--- src/verilog/pmd_defs.svh ---
// Purpose: offsets, field positions and reset values of the module-disable bank
// Assumes: byte addresses on the plain register port, 16-bit word offset
// Notes:   definitions only
`ifndef PMD_DEFS_SVH
`define PMD_DEFS_SVH

// ----------------------------------------------------------------------------
// register map
// ----------------------------------------------------------------------------
`define PMD_ADDR_W          16
`define PMD_OFS_ANALOG      16'hF240
`define PMD_OFS_COMPARATORS 16'hF250
`define PMD_OFS_CAPCOMP     16'hF260
`define PMD_OFS_TIMERS      16'hF270
`define PMD_OFS_SERIAL      16'hF280
`define PMD_OFS_MISC        16'hF290
`define PMD_OFS_CONFIG_CONTROL_REG      16'hF000
`define PMD_OFS_UNLOCK      16'hF010
`define PMD_ALIAS_CLR       2'h1
`define PMD_ALIAS_SET       2'h2
`define PMD_ALIAS_INV       2'h3

// ----------------------------------------------------------------------------
// fields and reset values
// ----------------------------------------------------------------------------
`define PMD_LOCK_BIT        12
`define PMD_ONE_WAY_BIT     28
`define PMD_RESET_VAL       32'h0000_0000
`define PMD_CONFIG_CONTROL_REG_RESET    32'h0000_0000
`define PMD_KEY_1           32'hAA99_6655
`define PMD_KEY_2           32'h5566_99AA
// implemented bits of each disable register
`define PMD_MASK_ANALOG     32'h0000_1101
`define PMD_MASK_COMPARATORS 32'h0000_0007
`define PMD_MASK_CAPCOMP    32'h001F_001F
`define PMD_MASK_TIMERS     32'h0000_001F
`define PMD_MASK_SERIAL     32'h0103_0303
`define PMD_MASK_MISC       32'h0001_0003

`endif

--- src/verilog/pmd_pkg.sv ---
// Purpose: types shared by the module-disable bank
// Assumes: pmd_defs.svh holds the numbers
// Notes:   none
package pmd_pkg;
   typedef struct packed {
      logic [15:0] addr;
      logic [31:0] wdata;
      logic        wr;
      logic        rd;
   } pmd_req_s;

   typedef enum logic [1:0] {
      PMD_KEY_IDLE = 2'b00,
      PMD_KEY_HALF = 2'b01,
      PMD_KEY_OPEN = 2'b10
   } pmd_key_e;
endpackage : pmd_pkg

--- src/verilog/pmd_lock_regs.sv ---
// Purpose: six module-disable registers with write lock and one-way option
// Assumes: one clock, synchronous active-high reset, plain register port
// Notes:   unlock is two key words written back to back to the unlock register
//
// How it works
// locked writes to disable registers are dropped
// lock bit 12 of config control
// lock bit changes only after unlock sequence
// one-way option forbids clearing set lock
// one-way plus lock refuses unlock sequence
// only reset clears a sticky lock
// unimplemented disable bits read zero
// clear, set, invert aliases at 4,8,C
// set disable bit gates peripheral clock
// one disables, zero enables, default zero
// software stops peripheral before disabling it
// reset zeroes all disable registers
//
// Local design decision: the plain strobed port.
`timescale 1ns/1ns
`include "pmd_defs.svh"

module pmd_lock_regs (
   // clock and reset
   input  wire logic                clk_i,
   input  wire logic                rst_i,
   // register port
   input  wire pmd_pkg::pmd_req_s   req_i,
   output logic [31:0]              rdata_o,
   // configuration word bit, static after reset
   input  wire logic                lock_one_way_option_i,
   // peripheral clock gates and write lock status
   output logic [5:0][31:0]         module_disable_o,
   output logic                     disable_write_lock_o
);
   import pmd_pkg::*;

   // ----------------------------------------------------------------------------
   // storage and decode
   // ----------------------------------------------------------------------------
   localparam logic [5:0][15:0] BASES = {`PMD_OFS_MISC, `PMD_OFS_SERIAL, `PMD_OFS_TIMERS,
                                         `PMD_OFS_CAPCOMP, `PMD_OFS_COMPARATORS, `PMD_OFS_ANALOG};
   localparam logic [5:0][31:0] MASKS = {`PMD_MASK_MISC, `PMD_MASK_SERIAL, `PMD_MASK_TIMERS,
                                         `PMD_MASK_CAPCOMP, `PMD_MASK_COMPARATORS, `PMD_MASK_ANALOG};

   logic [5:0][31:0] disable_q;
   logic [5:0][31:0] next_disable;
   logic [5:0]       hit;
   logic             lock;
   logic             one_way_a;
   logic             one_way;
   pmd_key_e         key;
   pmd_key_e         next_key;
   logic [31:0]      next_rdata;

   wire [15:0] word_addr = {req_i.addr[15:4], 4'h0};
   wire [1:0]  alias_sel = req_i.addr[3:2];
   wire        cfg_hit   = req_i.addr == `PMD_OFS_CONFIG_CONTROL_REG;
   wire        key_hit   = req_i.wr && req_i.addr == `PMD_OFS_UNLOCK;
   // unlock is refused outright when the lock has become sticky
   wire        sticky    = one_way && lock;
   wire        open_ok   = key == PMD_KEY_OPEN && !sticky;
   wire        lock_wr   = req_i.wr && cfg_hit && open_ok;
   wire        new_lock  = req_i.wdata[`PMD_LOCK_BIT];
   // one-way: a clear is ignored once set
   wire        next_lock = lock_wr ? (new_lock | (lock & one_way)) : lock;

   // one-way option passes two flops since it comes from outside
   always_ff @(posedge clk_i) begin
      one_way_a <= lock_one_way_option_i;
      one_way   <= one_way_a;
   end

   // ----------------------------------------------------------------------------
   // register update, one slice per disable register
   // ----------------------------------------------------------------------------
   genvar g;
   generate
      for (g = 0; g < 6; g++) begin : g_reg
         assign hit[g] = word_addr == BASES[g];
         always_comb begin
            next_disable[g] = disable_q[g];
            if (req_i.wr && hit[g] && !lock) begin
               case (alias_sel)
                  `PMD_ALIAS_CLR: next_disable[g] = disable_q[g] & ~req_i.wdata;
                  `PMD_ALIAS_SET: next_disable[g] = disable_q[g] | req_i.wdata;
                  `PMD_ALIAS_INV: next_disable[g] = disable_q[g] ^ req_i.wdata;
                  default:        next_disable[g] = req_i.wdata;
               endcase
               next_disable[g] = next_disable[g] & MASKS[g];
            end
         end
      end
   endgenerate

   // unlock key sequence; any other write to the key register restarts it
   // an open key closes on the next key write, which may start a fresh sequence
   always_comb begin
      next_key = key;
      if (sticky) begin
         next_key = PMD_KEY_IDLE;
      end else if (key_hit) begin
         case (key)
            PMD_KEY_IDLE: next_key = req_i.wdata == `PMD_KEY_1 ? PMD_KEY_HALF : PMD_KEY_IDLE;
            PMD_KEY_HALF: next_key = req_i.wdata == `PMD_KEY_2 ? PMD_KEY_OPEN : PMD_KEY_IDLE;
            PMD_KEY_OPEN: next_key = req_i.wdata == `PMD_KEY_1 ? PMD_KEY_HALF : PMD_KEY_IDLE;
            default:      next_key = PMD_KEY_IDLE;
         endcase
      end
   end

   always_ff @(posedge clk_i) begin
      if (rst_i) begin
         disable_q <= {6{`PMD_RESET_VAL}};
         lock      <= 1'b0;
         key       <= PMD_KEY_IDLE;
      end else begin
         disable_q <= next_disable;
         lock      <= next_lock;
         key       <= next_key;
      end
   end

   // ----------------------------------------------------------------------------
   // read path, one cycle after the strobe
   // ----------------------------------------------------------------------------
   always_comb begin
      next_rdata = 32'h0000_0000;
      for (int i = 0; i < 6; i++) begin
         if (hit[i] && alias_sel == 2'h0) begin
            next_rdata = disable_q[i];
         end
      end
      if (cfg_hit) begin
         next_rdata[`PMD_LOCK_BIT] = lock;
      end
   end

   always_ff @(posedge clk_i) begin
      if (rst_i) begin
         rdata_o <= 32'h0000_0000;
      end else begin
         rdata_o <= req_i.rd ? next_rdata : 32'h0000_0000;
      end
   end

   // a set bit stops the peripheral clock; peripheral ignores its own bus then
   assign module_disable_o     = disable_q;
   assign disable_write_lock_o = lock;

   // ----------------------------------------------------------------------------
   // checks
   // ----------------------------------------------------------------------------
   chk_locked_no_write: assert property (@(posedge clk_i) disable iff (rst_i)
      lock && !lock_wr |=> $stable(disable_q)) else $error("disable register changed while locked");

   chk_lock_needs_key: assert property (@(posedge clk_i) disable iff (rst_i)
      key != PMD_KEY_OPEN |=> $stable(lock)) else $error("lock changed without unlock");

   chk_one_way_hold: assert property (@(posedge clk_i) disable iff (rst_i)
      lock && one_way |=> lock) else $error("sticky lock cleared");

   chk_sticky_no_open: assert property (@(posedge clk_i) disable iff (rst_i)
      lock && one_way && !key_hit |=> key == PMD_KEY_IDLE) else $error("unlock ran while sticky");

   chk_reset_clear: assert property (@(posedge clk_i)
      rst_i |=> !lock && disable_q == '0) else $error("reset left state");

   chk_unimpl_zero: assert property (@(posedge clk_i) disable iff (rst_i)
      (disable_q[1] & ~MASKS[1]) == '0 && (disable_q[4] & ~MASKS[4]) == '0) else $error("unimplemented bit set");

   chk_set_alias: assert property (@(posedge clk_i) disable iff (rst_i)
      req_i.wr && !lock && hit[3] && alias_sel == `PMD_ALIAS_SET
      |=> (disable_q[3] & ($past(req_i.wdata) & MASKS[3])) == ($past(req_i.wdata) & MASKS[3]))
      else $error("set alias failed");

   chk_clr_alias: assert property (@(posedge clk_i) disable iff (rst_i)
      req_i.wr && !lock && hit[0] && alias_sel == `PMD_ALIAS_CLR
      |=> (disable_q[0] & $past(req_i.wdata)) == '0) else $error("clear alias failed");

   chk_lock_read: assert property (@(posedge clk_i) disable iff (rst_i)
      req_i.rd && cfg_hit |=> rdata_o[`PMD_LOCK_BIT] == $past(lock)) else $error("lock bit misread");

   // ----------------------------------------------------------------------------
   // lock bit and key sequence checks
   // ----------------------------------------------------------------------------
   // lock writes only land through an open key, and never clear a sticky lock
   chk_cfg_lock_set: assert property (@(posedge clk_i) disable iff (rst_i)
      lock_wr && new_lock |=> lock)
      else $error("honoured lock set did not land");

   chk_cfg_lock_clr: assert property (@(posedge clk_i) disable iff (rst_i)
      lock_wr && !new_lock && !one_way |=> !lock)
      else $error("honoured lock clear did not land");

   chk_cfg_no_key: assert property (@(posedge clk_i) disable iff (rst_i)
      req_i.wr && cfg_hit && key != PMD_KEY_OPEN |=> $stable(lock))
      else $error("config write without key moved lock");

   chk_sticky_cfg_write: assert property (@(posedge clk_i) disable iff (rst_i)
      sticky && req_i.wr && cfg_hit |=> lock)
      else $error("config write cleared sticky lock");

   chk_sticky_key_idle: assert property (@(posedge clk_i) disable iff (rst_i)
      sticky |=> key == PMD_KEY_IDLE)
      else $error("key sequence advanced while sticky");

   chk_lock_rise_key: assert property (@(posedge clk_i) disable iff (rst_i)
      $rose(lock) |-> $past(open_ok))
      else $error("lock rose without open key");

   chk_lock_fall_opt: assert property (@(posedge clk_i) disable iff (rst_i)
      $fell(lock) |-> !$past(one_way))
      else $error("lock fell with one-way option on");

   // key steps: first word, second word, wrong word, idle hold
   chk_key_first: assert property (@(posedge clk_i) disable iff (rst_i)
      key_hit && !sticky && key == PMD_KEY_IDLE && req_i.wdata == `PMD_KEY_1 |=> key == PMD_KEY_HALF)
      else $error("first key word not taken");

   chk_key_second: assert property (@(posedge clk_i) disable iff (rst_i)
      key_hit && !sticky && key == PMD_KEY_HALF && req_i.wdata == `PMD_KEY_2 |=> key == PMD_KEY_OPEN)
      else $error("second key word not taken");

   chk_key_wrong: assert property (@(posedge clk_i) disable iff (rst_i)
      key_hit && key == PMD_KEY_HALF && req_i.wdata != `PMD_KEY_2 |=> key == PMD_KEY_IDLE)
      else $error("wrong key word kept sequence alive");

   chk_key_hold: assert property (@(posedge clk_i) disable iff (rst_i)
      !key_hit && !sticky |=> $stable(key))
      else $error("key state moved without key write");

   chk_reset_key: assert property (@(posedge clk_i)
      rst_i |=> key == PMD_KEY_IDLE)
      else $error("reset left key open");

   // ----------------------------------------------------------------------------
   // disable register update checks
   // ----------------------------------------------------------------------------
   // full-value checks, so a broken alias or mask cannot hide behind a partial compare
   chk_base_write_first: assert property (@(posedge clk_i) disable iff (rst_i)
      req_i.wr && !lock && hit[0] && alias_sel == 2'h0
      |=> disable_q[0] == ($past(req_i.wdata) & MASKS[0]))
      else $error("base write to first register wrong");

   chk_base_write_last: assert property (@(posedge clk_i) disable iff (rst_i)
      req_i.wr && !lock && hit[5] && alias_sel == 2'h0
      |=> disable_q[5] == ($past(req_i.wdata) & MASKS[5]))
      else $error("base write to last register wrong");

   chk_inv_alias: assert property (@(posedge clk_i) disable iff (rst_i)
      req_i.wr && !lock && hit[2] && alias_sel == `PMD_ALIAS_INV
      |=> disable_q[2] == (($past(disable_q[2]) ^ $past(req_i.wdata)) & MASKS[2]))
      else $error("invert alias wrong");

   chk_set_alias_full: assert property (@(posedge clk_i) disable iff (rst_i)
      req_i.wr && !lock && hit[4] && alias_sel == `PMD_ALIAS_SET
      |=> disable_q[4] == (($past(disable_q[4]) | $past(req_i.wdata)) & MASKS[4]))
      else $error("set alias value wrong");

   chk_clr_alias_full: assert property (@(posedge clk_i) disable iff (rst_i)
      req_i.wr && !lock && hit[1] && alias_sel == `PMD_ALIAS_CLR
      |=> disable_q[1] == (($past(disable_q[1]) & ~$past(req_i.wdata)) & MASKS[1]))
      else $error("clear alias value wrong");

   chk_locked_any_change: assert property (@(posedge clk_i) disable iff (rst_i)
      !$stable(disable_q) |-> !$past(lock))
      else $error("disable register moved under lock");

   chk_unimpl_rest: assert property (@(posedge clk_i) disable iff (rst_i)
      (disable_q[0] & ~MASKS[0]) == '0 && (disable_q[2] & ~MASKS[2]) == '0 &&
      (disable_q[3] & ~MASKS[3]) == '0 && (disable_q[5] & ~MASKS[5]) == '0)
      else $error("unimplemented bit set in other register");

   // ----------------------------------------------------------------------------
   // read path checks
   // ----------------------------------------------------------------------------
   // read data stand one cycle only; zero elsewhere keeps the bus mux simple
   chk_read_idle_zero: assert property (@(posedge clk_i) disable iff (rst_i)
      !req_i.rd |=> rdata_o == '0)
      else $error("read data present without read");

   chk_read_timers: assert property (@(posedge clk_i) disable iff (rst_i)
      req_i.rd && hit[3] && alias_sel == 2'h0 |=> rdata_o == $past(disable_q[3]))
      else $error("timer register misread");

   chk_read_misc: assert property (@(posedge clk_i) disable iff (rst_i)
      req_i.rd && hit[5] && alias_sel == 2'h0 |=> rdata_o == $past(disable_q[5]))
      else $error("misc register misread");

   chk_alias_read_zero: assert property (@(posedge clk_i) disable iff (rst_i)
      req_i.rd && alias_sel != 2'h0 |=> rdata_o == '0)
      else $error("alias address read not zero");

   chk_cfg_read_rest: assert property (@(posedge clk_i) disable iff (rst_i)
      req_i.rd && cfg_hit |=> (rdata_o & ~32'h0000_1000) == '0)
      else $error("config read shows other bits");

   chk_reset_rdata: assert property (@(posedge clk_i)
      rst_i |=> rdata_o == '0)
      else $error("reset left read data");

endmodule : pmd_lock_regs

--- config.mk ---
export PLATFORM = sky130hd
export DESIGN_NAME = pmd_lock_regs
export DESIGN_NICKNAME = d
export VERILOG_FILES = /design/src/verilog/pmd_pkg.sv /design/src/verilog/pmd_lock_regs.sv
export VERILOG_INCLUDE_DIRS = /design/src /design/src/verilog
export SDC_FILE = /design/constraint.sdc
export NUM_CORES = 1
export LEC_CHECK = 0
export BUFFER_PORTS_ARGS = -buffer_cell sky130_fd_sc_hd__buf_4
export CAP_MARGIN = 40
export CORE_AREA = 2 2 107 109
export DETAILED_ROUTE_END_ITERATION = 6
export DIE_AREA = 0 0 109 111
export GPL_ROUTABILITY_DRIVEN = 0
export HOLD_SLACK_MARGIN = 0.05
export PLACE_DENSITY = 0.92
export SLEW_MARGIN = 20
export SYNTH_ARGS = -nofsm -noshare
export SYNTH_HDL_FRONTEND = slang
export SYNTH_SLANG_ARGS = --single-unit
--- constraint.sdc ---
create_clock -name clk_i -period 2.85 [get_ports clk_i]
set_input_delay 0.1425 -clock clk_i [delete_from_list [all_inputs] [get_ports clk_i]]
set_output_delay 0.1425 -clock clk_i [all_outputs]
set_load 0.03 [all_outputs]
Yosys cells after proc, flatten, opt, wreduce, memory -nomap -nowiden
Cells that the tools add are included.
{"block": "classes", "eq_ne": 15, "n_bitwise": 22, "reduce_logical": 34, "muxes": 16}
{"op": "25-bit 2-to-1 mux", "count": 4}
{"op": "25-bit case mux with 3 select lines", "count": 1}
{"op": "12-bit == test (second input constant)", "count": 6}
{"op": "21-bit case mux with 3 select lines", "count": 1}
{"op": "17-bit case mux with 3 select lines", "count": 1}
{"op": "13-bit case mux with 3 select lines", "count": 1}
{"op": "16-bit == test (second input constant)", "count": 2}
{"op": "32-bit by 31-bit == test with 1-bit output (second input constant)", "count": 1}
{"op": "32-bit == test (second input constant)", "count": 1}
{"op": "25-bit AND", "count": 1}
{"op": "25-bit inverter", "count": 1}
{"op": "25-bit OR", "count": 1}
{"op": "25-bit bitwise XOR", "count": 1}
{"op": "1-bit logical AND", "count": 23}
{"op": "21-bit AND", "count": 1}
{"op": "21-bit OR", "count": 1}
{"op": "21-bit bitwise XOR", "count": 1}
{"op": "17-bit AND", "count": 1}
{"op": "17-bit 2-to-1 mux", "count": 1}
{"op": "17-bit OR", "count": 1}
{"op": "17-bit bitwise XOR", "count": 1}
{"op": "5-bit case mux with 3 select lines", "count": 1}
{"op": "13-bit AND", "count": 1}
{"op": "13-bit 2-to-1 mux", "count": 1}
{"op": "24 further kinds", "count": 32}
{"block": "word_totals", "ff_bits": 68, "wordCells": 102, "output_inout_bits": 225, "input_bits": 53}

Longest topological paths before layout
{"block": "depth", "word_depth": 9, "ltp_mapped": 6, "ltp_nobuf": 6}

Worst setup path before layout
No wires, ideal clock.
{"block": "synth_path", "path_kind": "register -> register", "from": "register disable_q (netlist bit module_disable_o[144])", "to": "register disable_q (netlist bit module_disable_o[144])", "required_time_ns": 2.722, "n_path_buf": 0, "arrival_ns": 1.499, "setup_time_ns": 0.128, "path_stages_with_launch": 6, "slack_ns": 1.223, "cell_sequence": "dfxtp_1 > inv_1 > ha_1 > mux4_2 > mux2i_1 > nor2_1"}
{"block": "synth_between", "elab_chain_cells": 2}
{"element": "start, declared", "line": "pmd_lock_regs.sv:46", "source": "logic [5:0][31:0] disable_q;"}
{"element": "start signal, assigned", "line": "pmd_lock_regs.sv:114", "source": "disable_q <= {6{`PMD_RESET_VAL}};"}
{"element": "start signal, assigned", "line": "pmd_lock_regs.sv:118", "source": "disable_q <= next_disable;"}
{"element": "25-bit bitwise XOR, or another cell as far along", "line": "pmd_lock_regs.sv:87", "source": "`PMD_ALIAS_INV: next_disable[g] = disable_q[g] ^ req_i.wdata;"}
{"element": "25-bit case mux with 3 select lines (*)", "line": "pmd_lock_regs.sv:84", "source": "case (alias_sel)"}
Every way passes the cells marked *; elsewhere a longest branch is shown, timed or not.
A chain may end at the register's enable or synchronous reset.

Final worst setup path
{"block": "layout_path", "from": "register lock, in the netlist disable_write_lock_o", "to": "register disable_q (netlist bit module_disable_o[136])"}
{"block": "layout_between", "elab_chain_cells": 2}
{"element": "start, declared", "line": "pmd_lock_regs.sv:49", "source": "logic lock;"}
{"element": "start signal, assigned", "line": "pmd_lock_regs.sv:119", "source": "lock <= next_lock;"}
{"element": "1-bit logical NOT", "line": "pmd_lock_regs.sv:83", "source": "if (req_i.wr && hit[g] && !lock) begin"}
{"element": "1-bit logical AND", "line": "pmd_lock_regs.sv:83"}
Every way passes these cells.

==> flow_metrics.tcl <==
set metrics [dict create \
    status "complete, no violations" \
    p_per_area_nw_per_um2 343 \
    dominantRegCellSynth "sky130_fd_sc_hd__dfxtp_1" \
    fp.dieH_um 111 \
    fp.dieArea_sq_um 12100 \
    floorplan.rows 39 \
    fin_crit_ps 1730 \
    ys_warn_count 0 \
    syn-cell-area_sq_um 5460 \
    aggregate_negative_setup_slack_ps 0 \
    tritoncts "done" \
    first_element_of_the_critical_path "disable_write_lock_o$_SDFFE_PP0P_" \
    final_cell_mix "179 x sky130_fd_sc_hd__conb_1, 99 x sky130_fd_sc_hd__buf_4, 78 x sky130_fd_sc_hd__inv_1" \
    setup_viol 0 \
    first_pass_grt_wire_length_um 18400 \
    detail_route.vias_per_cell 4.74 \
    layout-drive-gt1-share_pct 21.4 \
    io_pins 278 \
    worst_hold_path_type "in -> reg" \
    end_kind "flop" \
    grtUsageTotal_pct 19.4 \
    worst_ep_arrival_time_ps 1900 \
    ctsResizeCount 0 \
    synth_sequential_area_ratio_pct 18.3 \
    via_count 3888 \
    drc 0 \
    rsz0062_at_grt "no" \
    cts_num_sinks 50 \
    core_area_sq_um 11100 \
    antenna-diode-count 0 \
    clock_insertion_delay_worst_skew_ps 290 \
    fp.dieW_um 109 \
    instance_count_of_the_mapped_netlist 591 \
    critPathTopFamily "simple AND/OR/NAND/NOR gates" \
    cell_chosen_for_the_clock_root "sky130_fd_sc_hd__clkbuf_16" \
    n_fill_cell 991 \
    critPathLaunchType "flop" \
    post-layout-total-power_mw 1.98 \
    power_switching_mw 0.722 \
    clk_pin_slew_worst_paths_ps 70 \
    pre_cts_ws_ps 844 \
    port_buffers 98 \
    sw_frac_of_total_pct 36.4 \
    critical_path_peak_fanout 7 \
    timing_worst_slew_pin_value_ps 682 \
    post_cts_buffers 0 \
    slowest_stage_delay_on_critical_path_ps 490 \
    grt_pass1_vias 3512 \
    timing.critical_path.required_ps 3020 \
    max_cap_viol_count 0 \
    vdd_drop_max_mv 0.249 \
    clock_skew_ps 6.84 \
    cp_cell_sequence "nor4b_1 > nand4_1 > mux2i_1 > nor2_1" \
    hold_violations 0 \
    number_of_nets_still_failing_antenna_checks_after_routing 0 \
    detail_route.first_pass.iterations 4 \
    post_synth.cell_area_avg_sq_um 9.25 \
    internal_power_mw 1.26 \
    overflow 0 \
    seq_power_share_pct 35.3 \
    largest_net_degree_at_the_start_of_global_routing 36 \
    p_leak_nw 3.06 \
    floorplan.initialDensity_pct 49.3 \
    synth-edff-count 0 \
    finish.net_count 792 \
    worst_slew_margin_rel_pct 54.3 \
    share_clk_of_total_power_pct 35.0 \
    postSynthRegisterBits 50 \
    antenna_found_initial 0 \
    final_ws_setup_ps 1120 \
    synthDistinctLibCells 46 \
    hpwl_um 9450 \
    drv_slew 0 \
    route.final.wire_length_um 12000 \
    detail_routed_net_length_per_standard_cell_um 14.6 \
    setup.worst_path.class "reg -> reg" \
    min-delay-start "req_i[17]" \
    mostFrequentLayoutCell "sky130_fd_sc_hd__conb_1" \
    cts.htree.levels 2 \
    synthToLayoutAreaGrowth_pct 5.63 \
    num_cts_buffers 5 \
    ys_async_sr_fraction_pct 0 \
    timing.fmax_ghz 0.578 \
    timing.final.crit_share_pct 60.7 \
    drtIter0Drc 272 \
    combPwrFrac_pct 29.7 \
    worst_path_max_delay_cell "sky130_fd_sc_hd__nand4_1" \
    cp.buffers_inverters 0 \
    clock_tree.buffer_depth 2 \
    critical_path.reg2reg.startpoint "disable_write_lock_o$_SDFFE_PP0P_" \
]
==> power by group through the flow <==
stage               clock, mW  combinational, mW  sequential [mW]
floorplan                   0              0.671            0.716
global placement            0              0.566            0.716
detailed placement          0              0.580            0.717
CTS                     0.698              0.582            0.700
global route            0.718              0.625            0.700
finish                  0.694              0.587            0.700
==> worst min-delay path, stage by stage <==
cell                      delay, ps
sky130_fd_sc_hd__buf_4          110
sky130_fd_sc_hd__nand4_1         50
sky130_fd_sc_hd__or4_1           90
sky130_fd_sc_hd__mux2i_1         60
==> Yosys cell counts (all sizes together), types with 9 or more instances <==
| cell type | number | area, sq um |
|---|---|---|
| mux2i | 34 | 340 |
| inv | 78 | 293 |
| mux4 | 32 | 724 |
| nor2 | 37 | 139 |
| nand4 | 14 | 87.6 |
| dfxtp | 50 | 1000 |
| ha | 62 | 776 |
| buf | 195 | 1450 |
| nand2 | 9 | 33.8 |
| nor4bb | 12 | 120 |
==> sequential cells by signal (all words and copies together) (netlist names) <==
register,count
module_disable_o,31
key,2
one_way,1
disable_write_lock_o,1
rdata_o,14
one_way_a,1
==> final cells by class <==
cell class | count | area, sq um | share of cell area (%)
clock buffer | 5 | 125 | 2.17
tap | 143 | 179 | 3.10
timing repair buffer | 100 | 753 | 13.1
clock inverter | 3 | 43.8 | 0.759
inverter | 78 | 293 | 5.07
sequential | 50 | 1000 | 17.3
multi-input combinational | 442 | 3380 | 58.5
==> cells by family after synthesis <==
kind of cell,synth area share [%]
buffers and inverters,32.1
and+or+nand+nor,13.5
muxes,19.5
adders and majority gates,14.2
DFF,18.3
AOI/OAI and AO/OA,2.31
other,0.0686
==> worst paths after layout <==
check                                        to  slack (ps)  depth (start not counted)
max          module_disable_o[136]$_SDFFE_PP0P_        1120                          4
min                         key[1]$_SDFFE_PP0P_         210                          4
max reg2reg  module_disable_o[136]$_SDFFE_PP0P_        1120                          4
min reg2reg                     one_way$_DFF_P_         340                          0
==> metrics by stage <==
step | area (sq um) | cells | hold WS [ps] | util, %
after floorplan | 6130 | 769 | 170 | -
after global placement | 5590 | 812 | 251 | 50.5
final | 5770 | 821 | 206 | 52.1
after detailed placement | 5590 | 812 | 256 | 50.5
after global routing | 5770 | 821 | 236 | 52.1
after CTS | 5770 | 821 | 209 | 52.1
==> metal layers <==
| metal | vias up | wire length, um | GRT usage [%] | share of wire (%) |
|---|---|---|---|---|
| met5 | - | 0 | 0 | 0 |
| met2 | 204 | 6160 | 33.6 | 51 |
| li1 | 1802 | - | - | - |
| met4 | 0 | 133 | 4.87 | 1.1 |
| met3 | 12 | 1130 | 4.17 | 9.5 |
| met1 | 1870 | 4550 | 24.3 | 38 |
==> what timing repair did <==
item                                    in CTS  in global routing
hold buffers                                 1                  0
endpoints found under the hold margin        1                  0
endpoints found under the setup margin       0                  0
Note: power is estimated with default switching activity, not from simulation.
